<file path="src/logic/trap_cfg_pkg.sv">
package trap_cfg_pkg;

    // Register map (byte addresses, used unchanged as the bus address)
    localparam logic [3:0] REG_CONFIG_OFS = 4'h0;
    localparam logic [3:0] REG_FAULT_STATUS_OFS = 4'h4;
    localparam logic [3:0] REG_SWINT_OFS = 4'h8;

    // Configuration field positions
    localparam int THREAD_ENTRY_BIT = 0;
    localparam int USER_SWINT_BIT = 1;
    localparam int MISALIGN_TRAP_BIT = 3;
    localparam int DIVZERO_TRAP_BIT = 4;
    localparam int BUS_FAULT_IGNORE_BIT = 8;
    localparam int STACK_ALIGN_BIT = 9;
    localparam logic [31:0] CONFIG_WRITE_MASK = 32'h0000031b;
    localparam logic [31:0] CONFIG_RESET = 32'h00000000;

    // Fault status field positions (write one to clear)
    localparam int FS_DIVZERO_BIT = 0;
    localparam int FS_MISALIGN_BIT = 1;
    localparam int FS_SVC_BIT = 2;
    localparam int FS_LOCKUP_BIT = 3;
    localparam int FS_BUS_IGNORED_BIT = 4;
    localparam int FS_SWINT_DENIED_BIT = 5;
    localparam int FS_WIDTH = 6;

    // Stacked status word position of the alignment pad flag
    localparam int STACKED_ALIGN_BIT = 9;

    // Exception numbers presented to the core
    localparam logic [8:0] EXC_SVC = 9'h00b;
    localparam logic [8:0] EXC_USAGE = 9'h006;
    localparam logic [8:0] SWINT_ID_MAX = 9'h1ef;

    // Access sizes
    localparam logic [1:0] SIZE_BYTE = 2'h0;
    localparam logic [1:0] SIZE_HALF = 2'h1;
    localparam logic [1:0] SIZE_WORD = 2'h2;

    typedef enum logic [1:0] {
        BUS_IDLE = 2'b00,
        BUS_ACK = 2'b01
    } bus_state_t;

    // Alignment pad needed to reach the selected boundary
    function automatic logic [2:0] align_pad(input logic [31:0] sp,
                                             input logic sel8);
        logic [2:0] pad;
        pad = 3'h0;
        if (sel8 && sp[2]) begin
            pad = 3'h4;
        end
        return pad;
    endfunction

endpackage

</file>
<file path="src/logic/divide_check_unit.sv">
`timescale 1ns/1ps
module divide_check_unit (
    // Clock and reset
    input wire logic clk_sys,
    input wire logic rst_n,
    // Control
    input wire logic divzero_trap_en,
    // Divide request
    input wire logic div_valid,
    input wire logic div_signed,
    input wire logic [31:0] div_dividend,
    input wire logic [31:0] div_divisor,
    // Result
    output logic div_done,
    output logic [31:0] div_quotient,
    output logic div_trap
);

    logic div_done_d;
    logic [31:0] div_quotient_d;
    logic div_trap_d;
    logic zero;

    always_comb begin
        zero = (div_divisor == 32'h0);
        div_done_d = 1'b0;
        div_trap_d = 1'b0;
        div_quotient_d = div_quotient;
        if (div_valid) begin
            if (zero && divzero_trap_en) begin
                div_trap_d = 1'b1;
            end else if (zero) begin
                div_done_d = 1'b1;
                div_quotient_d = 32'h0;
            end else if (div_signed) begin
                div_done_d = 1'b1;
                div_quotient_d = 32'($signed(div_dividend)
                                     / $signed(div_divisor));
            end else begin
                div_done_d = 1'b1;
                div_quotient_d = div_dividend / div_divisor;
            end
        end
    end

    always_ff @(posedge clk_sys or negedge rst_n) begin
        if (!rst_n) begin
            div_done <= 1'b0;
            div_quotient <= 32'h0;
        end else begin
            div_done <= div_done_d;
            div_quotient <= div_quotient_d;
        end
    end

    // Combinational trap: the exception lands one edge after the request
    assign div_trap = div_trap_d;

endmodule

</file>
<file path="src/logic/stack_align_unit.sv">
`timescale 1ns/1ps
module stack_align_unit (
    // Clock and reset
    input wire logic clk_sys,
    input wire logic rst_n,
    // Control
    input wire logic stack_align_sel,
    // Entry
    input wire logic entry_valid,
    input wire logic [31:0] entry_sp,
    input wire logic [31:0] entry_psr,
    output logic [31:0] frame_sp,
    output logic [31:0] stacked_psr,
    // Return
    input wire logic return_valid,
    input wire logic [31:0] return_frame_sp,
    input wire logic [31:0] return_stacked_psr,
    output logic [31:0] restored_sp
);

    logic [31:0] frame_sp_d;
    logic [31:0] stacked_psr_d;
    logic [31:0] restored_sp_d;
    logic [2:0] pad;

    always_comb begin
        pad = trap_cfg_pkg::align_pad(entry_sp, stack_align_sel);
        frame_sp_d = frame_sp;
        stacked_psr_d = stacked_psr;
        restored_sp_d = restored_sp;
        if (entry_valid) begin
            frame_sp_d = entry_sp - {29'h0, pad};
            stacked_psr_d = entry_psr;
            stacked_psr_d[trap_cfg_pkg::STACKED_ALIGN_BIT] = pad[2];
        end
        if (return_valid) begin
            restored_sp_d = return_frame_sp;
            if (return_stacked_psr[trap_cfg_pkg::STACKED_ALIGN_BIT]) begin
                restored_sp_d = return_frame_sp | 32'h00000004;
            end
        end
    end

    always_ff @(posedge clk_sys or negedge rst_n) begin
        if (!rst_n) begin
            frame_sp <= 32'h0;
            stacked_psr <= 32'h0;
            restored_sp <= 32'h0;
        end else begin
            frame_sp <= frame_sp_d;
            stacked_psr <= stacked_psr_d;
            restored_sp <= restored_sp_d;
        end
    end

endmodule

</file>
<file path="src/logic/trap_and_fault_config.sv">
// How it works
// - supervisor call raises its exception; the immediate is ignored. A divide or misalign trap in the same cycle raises EXC_USAGE instead.
// - supervisor call leaves all condition flags unchanged.
// - alignment select 0 gives 4-byte, 1 gives 8-byte; pad in bit 9.
// - exception return restores stack pointer from stacked bit 9.
// - bus-fault ignore set: priority -1/-2 handlers ignore data bus faults.
// - bus-fault ignore clear: such a fault locks up the core.
// - divide trap set: zero divisor faults instead of completing.
// - divide trap clear: zero divisor completes with quotient zero.
// - misalign trap set: unaligned half/word access gives usage fault.
//
// Local design decisions: the Avalon-MM interface to the registers and the placing of the registers.
`timescale 1ns/1ps
module trap_and_fault_config (
    // Clock and reset
    input wire logic clk_sys,
    input wire logic rst_n,
    // Avalon-MM slave
    input wire logic [3:0] avs_address,
    input wire logic avs_read,
    input wire logic avs_write,
    input wire logic [31:0] avs_writedata,
    input wire logic [3:0] avs_byteenable,
    output logic [31:0] avs_readdata,
    output logic avs_waitrequest,
    // Instruction side
    input wire logic svc_exec,
    input wire logic [7:0] svc_imm,
    input wire logic [3:0] flags_in,
    output logic [3:0] flags_out,
    // Exception request to the core
    output logic exc_req,
    output logic [8:0] exc_num,
    output logic lockup,
    // Stack alignment
    input wire logic entry_valid,
    input wire logic [31:0] entry_sp,
    input wire logic [31:0] entry_psr,
    output logic [31:0] frame_sp,
    output logic [31:0] stacked_psr,
    input wire logic return_valid,
    input wire logic [31:0] return_frame_sp,
    input wire logic [31:0] return_stacked_psr,
    output logic [31:0] restored_sp,
    // Exception return to thread mode
    input wire logic exc_return_thread,
    input wire logic other_active,
    output logic thread_entry_fault,
    // Data bus faults
    input wire logic data_bus_fault,
    input wire logic high_priority_active,
    output logic bus_fault_suppress,
    // Divide
    input wire logic div_valid,
    input wire logic div_signed,
    input wire logic [31:0] div_dividend,
    input wire logic [31:0] div_divisor,
    output logic div_done,
    output logic [31:0] div_quotient,
    // Memory access check
    input wire logic mem_valid,
    input wire logic [1:0] mem_size,
    input wire logic [1:0] mem_addr_low,
    // Privilege of the bus master
    input wire logic bus_privileged,
    // Software trigger toward the interrupt controller
    output logic swint_valid,
    output logic [8:0] swint_id
);

    ////////////////////////////////////////////////////////////////////////
    // Registers

    logic [31:0] config_q, config_d;
    logic [trap_cfg_pkg::FS_WIDTH-1:0] fault_status_q, fault_status_d;
    logic [31:0] avs_readdata_d;
    logic swint_valid_d;
    logic [8:0] swint_id_d;
    logic exc_req_d;
    logic [8:0] exc_num_d;
    logic lockup_q, lockup_d;
    logic thread_entry_fault_d;
    logic bus_fault_suppress_d;
    trap_cfg_pkg::bus_state_t bus_q, bus_d;

    localparam int FS_W = trap_cfg_pkg::FS_WIDTH;
    logic div_trap;
    logic misalign;
    logic access;
    logic hp_fault;
    logic [FS_W-1:0] fs_set;
    logic [FS_W-1:0] fs_clr;

    // The immediate is deliberately unused by the hardware
    logic unused_imm;
    assign unused_imm = ^svc_imm;

    ////////////////////////////////////////////////////////////////////////
    // Sub-units

    stack_align_unit u_stack (
        .clk_sys(clk_sys),
        .rst_n(rst_n),
        .stack_align_sel(config_q[trap_cfg_pkg::STACK_ALIGN_BIT]),
        .entry_valid(entry_valid),
        .entry_sp(entry_sp),
        .entry_psr(entry_psr),
        .frame_sp(frame_sp),
        .stacked_psr(stacked_psr),
        .return_valid(return_valid),
        .return_frame_sp(return_frame_sp),
        .return_stacked_psr(return_stacked_psr),
        .restored_sp(restored_sp)
    );

    divide_check_unit u_div (
        .clk_sys(clk_sys),
        .rst_n(rst_n),
        .divzero_trap_en(config_q[trap_cfg_pkg::DIVZERO_TRAP_BIT]),
        .div_valid(div_valid),
        .div_signed(div_signed),
        .div_dividend(div_dividend),
        .div_divisor(div_divisor),
        .div_done(div_done),
        .div_quotient(div_quotient),
        .div_trap(div_trap)
    );

    ////////////////////////////////////////////////////////////////////////
    // Avalon slave: one wait cycle, answer on the second edge

    assign access = avs_read | avs_write;
    assign avs_waitrequest = access & (bus_q == trap_cfg_pkg::BUS_IDLE);

    always_comb begin
        bus_d = trap_cfg_pkg::BUS_IDLE;
        if (access && bus_q == trap_cfg_pkg::BUS_IDLE) begin
            bus_d = trap_cfg_pkg::BUS_ACK;
        end
    end

    ////////////////////////////////////////////////////////////////////////
    // Register file and events

    always_comb begin
        config_d = config_q;
        fs_clr = '0;
        fs_set = '0;
        avs_readdata_d = avs_readdata;
        swint_valid_d = 1'b0;
        swint_id_d = swint_id;
        if (bus_q == trap_cfg_pkg::BUS_ACK && avs_write) begin
            case (avs_address)
                trap_cfg_pkg::REG_CONFIG_OFS: begin
                    for (int b = 0; b < 4; b++) begin
                        if (avs_byteenable[b]) begin
                            config_d[b*8 +: 8] = avs_writedata[b*8 +: 8]
                                & trap_cfg_pkg::CONFIG_WRITE_MASK[b*8 +: 8];
                        end
                    end
                end
                trap_cfg_pkg::REG_FAULT_STATUS_OFS: begin
                    if (avs_byteenable[0]) begin
                        fs_clr = avs_writedata[FS_W-1:0];
                    end
                end
                trap_cfg_pkg::REG_SWINT_OFS: begin
                    if (bus_privileged ||
                        config_q[trap_cfg_pkg::USER_SWINT_BIT]) begin
                        swint_valid_d = 1'b1;
                        swint_id_d = avs_writedata[8:0];
                    end else begin
                        fs_set[trap_cfg_pkg::FS_SWINT_DENIED_BIT] = 1'b1;
                    end
                end
                default: begin
                end
            endcase
        end
        // Read data loads in the wait cycle, so it stands at the accept edge
        if (bus_q == trap_cfg_pkg::BUS_IDLE && avs_read) begin
            case (avs_address)
                trap_cfg_pkg::REG_CONFIG_OFS:
                    avs_readdata_d = config_q;
                trap_cfg_pkg::REG_FAULT_STATUS_OFS:
                    avs_readdata_d = {{(32-FS_W){1'b0}}, fault_status_q};
                default:
                    avs_readdata_d = 32'h0;
            endcase
        end
        // Sticky causes; a set in the clearing cycle wins
        // divide cause recorded
        fs_set[trap_cfg_pkg::FS_DIVZERO_BIT] = div_trap;
        fs_set[trap_cfg_pkg::FS_MISALIGN_BIT] = misalign;
        fs_set[trap_cfg_pkg::FS_SVC_BIT] = svc_exec;
        fs_set[trap_cfg_pkg::FS_LOCKUP_BIT] = lockup_d & ~lockup_q;
        fs_set[trap_cfg_pkg::FS_BUS_IGNORED_BIT] = bus_fault_suppress_d;
        fault_status_d = (fault_status_q & ~fs_clr) | fs_set;
    end

    ////////////////////////////////////////////////////////////////////////
    // Trap decisions

    // Half or word access that misses its natural boundary
    function automatic logic unaligned(input logic [1:0] size,
                                       input logic [1:0] low);
        logic hit;
        hit = 1'b0;
        if (size == trap_cfg_pkg::SIZE_HALF) begin
            hit = low[0];
        end else if (size == trap_cfg_pkg::SIZE_WORD) begin
            hit = |low;
        end
        return hit;
    endfunction

    // Data fault taken while a priority -1 or -2 handler runs
    assign hp_fault = data_bus_fault & high_priority_active;

    always_comb begin
        misalign = 1'b0;
        if (mem_valid && config_q[trap_cfg_pkg::MISALIGN_TRAP_BIT]) begin
            misalign = unaligned(mem_size, mem_addr_low);
        end
        exc_req_d = 1'b0;
        exc_num_d = exc_num;
        if (div_trap || misalign) begin
            exc_req_d = 1'b1;
            exc_num_d = trap_cfg_pkg::EXC_USAGE;
        end else if (svc_exec) begin
            exc_req_d = 1'b1;
            exc_num_d = trap_cfg_pkg::EXC_SVC;
        end
        bus_fault_suppress_d = hp_fault
            && config_q[trap_cfg_pkg::BUS_FAULT_IGNORE_BIT];
        lockup_d = lockup_q | (hp_fault
            && !config_q[trap_cfg_pkg::BUS_FAULT_IGNORE_BIT]);
        thread_entry_fault_d = exc_return_thread && other_active
            && !config_q[trap_cfg_pkg::THREAD_ENTRY_BIT];
    end

    assign flags_out = flags_in;
    assign lockup = lockup_q;

    ////////////////////////////////////////////////////////////////////////
    // State registers: bus handshake

    always_ff @(posedge clk_sys or negedge rst_n) begin
        if (!rst_n) begin
            bus_q <= trap_cfg_pkg::BUS_IDLE;
        end else begin
            bus_q <= bus_d;
        end
    end

    ////////////////////////////////////////////////////////////////////////
    // State registers: register file and trigger

    always_ff @(posedge clk_sys or negedge rst_n) begin
        if (!rst_n) begin
            config_q <= trap_cfg_pkg::CONFIG_RESET;
            fault_status_q <= '0;
            avs_readdata <= 32'h0;
            swint_valid <= 1'b0;
            swint_id <= 9'h0;
        end else begin
            config_q <= config_d;
            fault_status_q <= fault_status_d;
            avs_readdata <= avs_readdata_d;
            swint_valid <= swint_valid_d;
            swint_id <= swint_id_d;
        end
    end

    ////////////////////////////////////////////////////////////////////////
    // State registers: exception and fault outputs

    always_ff @(posedge clk_sys or negedge rst_n) begin
        if (!rst_n) begin
            exc_req <= 1'b0;
            exc_num <= 9'h0;
            thread_entry_fault <= 1'b0;
            bus_fault_suppress <= 1'b0;
        end else begin
            exc_req <= exc_req_d;
            exc_num <= exc_num_d;
            thread_entry_fault <= thread_entry_fault_d;
            bus_fault_suppress <= bus_fault_suppress_d;
        end
    end

    ////////////////////////////////////////////////////////////////////////
    // State registers: lock-up, held until reset

    always_ff @(posedge clk_sys or negedge rst_n) begin
        if (!rst_n) begin
            lockup_q <= 1'b0;
        end else begin
            lockup_q <= lockup_d;
        end
    end

endmodule

</file>
<file path="config.mk">
export PLATFORM = sky130hd
export DESIGN_NAME = trap_and_fault_config
export DESIGN_NICKNAME = d
export VERILOG_FILES = /design/src/logic/trap_cfg_pkg.sv /design/src/logic/divide_check_unit.sv /design/src/logic/stack_align_unit.sv /design/src/logic/trap_and_fault_config.sv
export SDC_FILE = /design/constraint.sdc
export NUM_CORES = 2
export LEC_CHECK = 0
export BUFFER_PORTS_ARGS = -buffer_cell sky130_fd_sc_hd__clkbuf_2
export CAP_MARGIN = 20
export CORE_ASPECT_RATIO = 0.7
export CORE_MARGIN = 8
export CORE_UTILIZATION = 40
export DETAILED_ROUTE_END_ITERATION = 6
export HOLD_SLACK_MARGIN = 0.15
export MAX_ROUTING_LAYER = met4
export SYNTH_ARGS = -nofsm -noshare
export SYNTH_HDL_FRONTEND = slang
export SYNTH_HIERARCHICAL = 1
export SYNTH_SLANG_ARGS = --single-unit
</file>
<file path="constraint.sdc">
create_clock -name clk_sys -period 1.87 [get_ports clk_sys]
set_input_delay 0.374 -clock clk_sys [delete_from_list [all_inputs] [get_ports clk_sys]]
set_output_delay 0.374 -clock clk_sys [all_outputs]
set_load 0.02 [all_outputs]
</file>
* Word level (Yosys, flattened, before mapping)
Cells that the tools add are included.
Cells by class: $add $sub $neg 1, div/mod/pow operators 2, equal/unequal tests 5, mux-type cells 26, bitwise gates (word level) 10, reduce and logical (&&, ||, !) cells 23
Operators by type and width (count):
- 32-bit by 32-bit divider with 32-bit output | 2
- 32-bit two-way mux | 2
- 32-bit zero test | 1
- 32-bit by 3-bit subtractor with 32-bit output | 1
- 10-bit case mux with 2 select lines | 1
- 6-bit two-way mux | 3
- 9-bit two-way mux | 2
- 1-bit two-way mux | 16
- 1-bit logical AND | 10
- 3-bit AND reduction | 3
- 6-bit AND | 1
- 3-bit two-way mux | 2
- 6-bit inverter | 1
- 6-bit bitwise OR | 1
- 4-bit by 3-bit equality test with 1-bit output, second input constant | 1
- 4-bit equality test, second input constant | 1
- 4-bit zero test | 1
- 1-bit AND | 3
- 2-bit by 1-bit equality test with 1-bit output, second input constant | 1
- 2-bit equality test, second input constant | 1
- 1-bit zero test | 2
- 2-bit zero test | 1
- 1-bit logical OR | 2
- 1-bit inverter | 2
- other kinds (5) | 6
Storage, ports and cells: register bits after elaboration 197, output and inout bits 189

* Depth between registers and ports, before layout
word-level depth 6, depth in mapped cells 411, depth with buffers taken out 368

* Modules after synthesis
Netlist, hierarchy kept.
Modules (own cells, without submodules):
- divide_check_unit | instances 1, cells each 8490, area an instance 58278.4 µm², sequential area each 825.8 µm²
- stack_align_unit | instances 1, cells each 242, area an instance 3718.6 µm², sequential area each 2402.3 µm²
- trap_and_fault_config | instances 1, cells each 161, area an instance 1840.5 µm², sequential area each 950.9 µm²

* Least setup slack after synthesis
OpenSTA, ideal clock, no wires.
path kind in2reg, start in div_divisor[0], end reg u_div.div_quotient[26], data arrival time 82480 ps, setup slack -80692 ps, cell stages on the path 383, buffers on the path 56, path through inv_1 ha_1 clkbuf_1 a41oi_1 xnor2_1 o311ai_1 or3_1 buf_1 or4b_1 clkbuf_1 nor4b_1 or2_2 ha_1 o21a_1 o21a_1 and3_1 clkbuf_1 o31ai_2 (+347 left out) a21o_1 a21o_1 a21o_1 a21o_1 a21o_1 a21o_1 a21o_1 a2111oi_0 o21ai_0 nor2b_1 o22ai_1 ha_1 and4_1 nand3_1 nor2_1 a31oi_1 xnor2_1 o21ai_0
On the way: cells in the longest elaborated chain, start to end 4, elaborated cells on any way between the ends 8, classes of those cells div (2); mux (2); bitwise (1); reduce/logical (3)
Ends and longest elaborated chain:
- from (decl) | RTL line trap_and_fault_config.sv:57 | input wire logic [31:0] div_divisor,
- branches (longest 4 deep; another with 32-bit by 32-bit divider with 32-bit output)
- to (signal assigned) | RTL line divide_check_unit.sv:52 | div_quotient <= div_quotient_d;
- to (decl) | RTL line divide_check_unit.sv:15 | output logic [31:0] div_quotient,
Several ways; the timed one is not identified. A chain may end at the register's enable or synchronous reset.

* Worst setup path after layout
start in div_dividend[14], end reg u_div.div_quotient[26]
On the way: cells in the longest elaborated chain, start to end 3, elaborated cells on any way between the ends 4, classes of those cells div (2); mux (2)
Ends and longest elaborated chain:
- from (decl) | RTL line trap_and_fault_config.sv:56 | input wire logic [31:0] div_dividend,
- 32-bit by 32-bit divider with 32-bit output (on tied branches) | RTL line divide_check_unit.sv:41, divide_check_unit.sv:38
- 32-bit two-way mux (*) | RTL line divide_check_unit.sv:35 | end else if (div_signed) begin
- 32-bit two-way mux (*) | RTL line divide_check_unit.sv:32 | end else if (zero) begin
Mark *: on every way between the ends. The rest lies on a longest branch, timed or not.

==> reports/qor.csv <==
stage,metric,value,unit
place,dp_cells,15020,
finish,seq_area,0.00418,sq mm
critical_path,r2r-start,bus_q[0],
critical_path,required,2260,ps
die,die_x,493,microns
die,dieArea,0.173,sq mm
synthesis,syn_inst,8893,
synthesis,synth.area.top_cells,"ha_1 21%, dfrtp_1 6.5%, xnor2_1 6.0%",
worst_hold_path,min_path_type,in2reg,
die,start_util,40.3,%
die,rows,122,
timing,rsz0062_at_grt,yes,
worst_hold_path,hold_end,config_q[4],
timing,maxSlewViolCount,0,
clock_network,clk_path_buf_depth,2,
global_route,globalRouteTotalUtil,40.3,%
synthesis,synth_area,0.0638,sq mm
worst_hold_path,min_from,avs_writedata[4],
job,maxCapViolations,0,
timing,hold_viol,0,
worst_hold_path,worstHoldPathCells,2,
synthesis,avgSynthCellArea,7.18,sq um
drt,drcViolationCount,2,
timing,worst_slew_pin_slew,1130,ps
synthesis,synth_warnings,6,
drt,avgViaCountPerCell,5.85,
finish,finalInstanceArea,0.106,sq mm
critical_path,ff2ff_setup_slack,270,ps
finish,nets,14621,
critical_path,crit_path_end_kind,flip-flop,
drt,vias,90293,
critical_path,crit_top_cell,o21a_1,
critical_path,slowest_stage,or4_4,
synthesis,synth_common_cells,"1063 x ha_1, 829 x nor2_1, 788 x nand2_1",
synthesis,async_reset_ff_share,100,%
place,portBuffers,350,
run_status,status,finished with violations,
drt,ant_nets,0,
pwr,sequentialPowerShare,6.8,%
finish,multi_input_area,0.0617,sq mm
critical_path,arrival,73470,ps
timing,fin_ws,-71220,ps
synthesis,yosysTopAreaCellShare,20.8,%
pwr,irDropWorstVdd,0.838,mV
timing,setup_viol,38,
global_route,grt_max_degree,74,
clock_network,htree_levels,4,
timing,fin_skew,29.3,ps
pwr,p_sw_share,47.5,%
synthesis,synth_seq_area_share,6.55,%
drt,drt-initial-drc-count,10270,
drt,wl_per_cell,23.5,microns
clock_network,worstSkewPairLatency,500,ps
synthesis,synth_edf_count,0,
synthesis,yosysMostFrequentCell,ha_1,
die,die_h,350,microns
critical_path,path_max_fanout,14,
die,coreArea,0.158,sq mm
clock_network,cts_root_buf,clkbuf_16,
pwr,pwr-share-comb,87.4,%
drt,drt_first_pass_iters,7,
finish,area_growth,66.1,%
place,placed_area,0.0987,sq mm
clock_network,clock-sinks,167,
timing,max_slew_margin,24.8,%
pwr,p_sw,33.0,mW
synthesis,synthFlopType,dfrtp_1,
critical_path,cpPeakStageDelay,600,ps
pwr,power_density,655,mW/mm^2
drt,drt-total-wl,363,mm
global_route,gr-total-overflow,0,
critical_path,r2r-end,config_q[0],
clock_network,cts_made_buffers,17,
place,dp_hpwl,292,mm
global_route,grt_pass1_wl,529,mm
place,gp_congestion,1.05,
pwr,internal_power,36.5,mW
global_route,grt_pass1_vias,85511,
finish,nFillCells,13773,
pwr,p_leak,52.9,nW
pwr,p_clk_share,5.8,%
critical_path,r2r_cells,3,
finish,drive_gt1_share,43.0,%
timing,fin_crit,73090,ps
clock_network,cts.clk_slew.worst_paths,110,ps
die,ios,452,
timing,final.period_utilization,3910,%
synthesis,ys_types,113,
clock_network,tritoncts,yes,
synthesis,synth_top_cell_by_area,ha_1,
critical_path,path_class,in2reg,
finish,final_cells,15438,
timing,fmax,0.0137,GHz
critical_path,crit_path_start_kind,primary input,
global_route,antenna_found_initial,20,
synthesis,ys_ff_latch,167,
run_status,violations,"DRC, setup timing",
-- cell usage in the layout (no fill, tap or decap), types with 37 or more instances in the layout --
cell,synthesis,layout
xnor2_1,438,406
and2_1,68,63
o31ai_1,85,66
a211oi_1,75,56
dlygate4sd3_1,0,94
a21oi_2,3,83
a31oi_1,131,104
nor4_1,51,44
o211ai_1,66,66
nand2_1,788,764
o21bai_1,57,53
a21o_1,309,306
mux2i_1,61,46
nor2b_1,112,102
buf_6,3,66
o21ai_1,18,76
or2_2,93,84
ha_1,1063,1001
buf_12,0,40
o21a_1,356,348
and3_1,84,72
a21oi_1,670,566
mux2_2,261,253
dfrtp_1,167,167
or3_1,129,120
inv_1,348,334
nor3_1,416,387
nand2b_1,107,104
o21ai_2,0,37
o21ai_0,517,418
nor2_1,829,783
buf_4,35,4127
nand3_1,238,217
clkbuf_2,0,342
xor2_1,226,225
nand4_1,107,107
ha_4,0,55
-- metal layers --
metal	wire (microns)	GRT usage, %	vias up
met5	0	-	-
met4	14100	12.5	0
met3	41600	7.58	751
met2	145000	56.9	4761
met1	163000	57.5	42830
li1	-	-	41951
-- state kept, by name, indices dropped and copies added, names as in the netlist, 3 cells and up --
register / count
avs_readdata: 8
config_q: 6
exc_num: 3
fault_status_q: 6
swint_id: 9
u_div/div_quotient: 32
u_stack/frame_sp: 32
u_stack/restored_sp: 32
u_stack/stacked_psr: 32
-- power by group through the flow --
stage | Sequential, mW | Clock (mW) | Combinational (mW)
2_1_floorplan | 5.23 | 0 | 26.8
4_1_cts | 4.71 | 4.06 | 55.7
3_5_place_dp | 4.78 | 0 | 53.1
6_report | 4.75 | 4.03 | 60.7
3_3_place_gp | 4.76 | 0 | 52.3
5_1_grt | 4.80 | 4.21 | 64.5
-- worst max-delay path: cells and delay by family --
family,cells,cell delay [ps]
AO/OA/AOI/OAI,194,37930
XOR/XNOR,1,240
adder cells (fa/ha/maj),33,8890
buffers and inverters,49,6940
multiplexers,7,2040
AND/OR/NAND/NOR,81,16830
-- repair_timing --
item / 4_1_cts / 5_1_grt
cloned: 2 / 4
hold endpoints to repair: 122 / 0
setup buffers: 129 / 141
endpoints found under the setup margin: 38 / 39
resized for setup: 308 / 417
pin swaps: 229 / 319
hold buffers: 94 / 0
-- cells by family (layout without fill, tap and decap cells) --
family	Yosys count	count (layout)	share of synthesized area, %
and+or+nand+nor	3184	3185	24.3
muxes	323	323	5.58
AOI/OAI and AO/OA	2805	2805	29.3
buffers and inverters	685	5071	4.31
adders and majority gates	1063	1063	20.8
other	2	52	0.0118
DFF	167	167	6.55
xor gates and xnor gates	664	664	9.11
-- stage by stage --
step                      total power [mW]  util (%)  hold slack [ps]  TNS [ps]  worst slack [ps]
after floorplan                       32.0         -             78.4  -2218720            -69580
after global placement                57.0      62.3              338  -2445820            -76540
after detailed placement              57.9      62.3              344  -2451840            -76700
after CTS                             64.5      64.9              151  -2246490            -70370
after global routing                  73.6      67.0              178  -2338080            -73340
final                                 69.5      67.0              181  -2273750            -71220
-- final cells by class --
class                      count  area share [%]
tap                         2108            2.49
multi-input combinational   8070            58.2
clock buffer                  18           0.414
timing repair buffer        4688            33.5
inverter                     351            1.26
clock inverter                14           0.166
sequential                   167            3.94
antenna                       22          0.0519
-- worst max path at each step --
stage	from	endpoint	slack, ps	cells past startpoint
after floorplan	div_divisor[0]	u_div/div_quotient[26]	-69580	389
after global placement	div_divisor[1]	u_div/div_quotient[26]	-76540	348
after detailed placement	div_divisor[1]	u_div/div_quotient[28]	-76700	347
after CTS	div_dividend[15]	u_div/div_quotient[26]	-70370	367
after global routing	div_divisor[20]	u_div/div_quotient[0]	-73340	357
final	div_dividend[14]	u_div/div_quotient[26]	-71220	365
(Power assumes the default switching activity.)
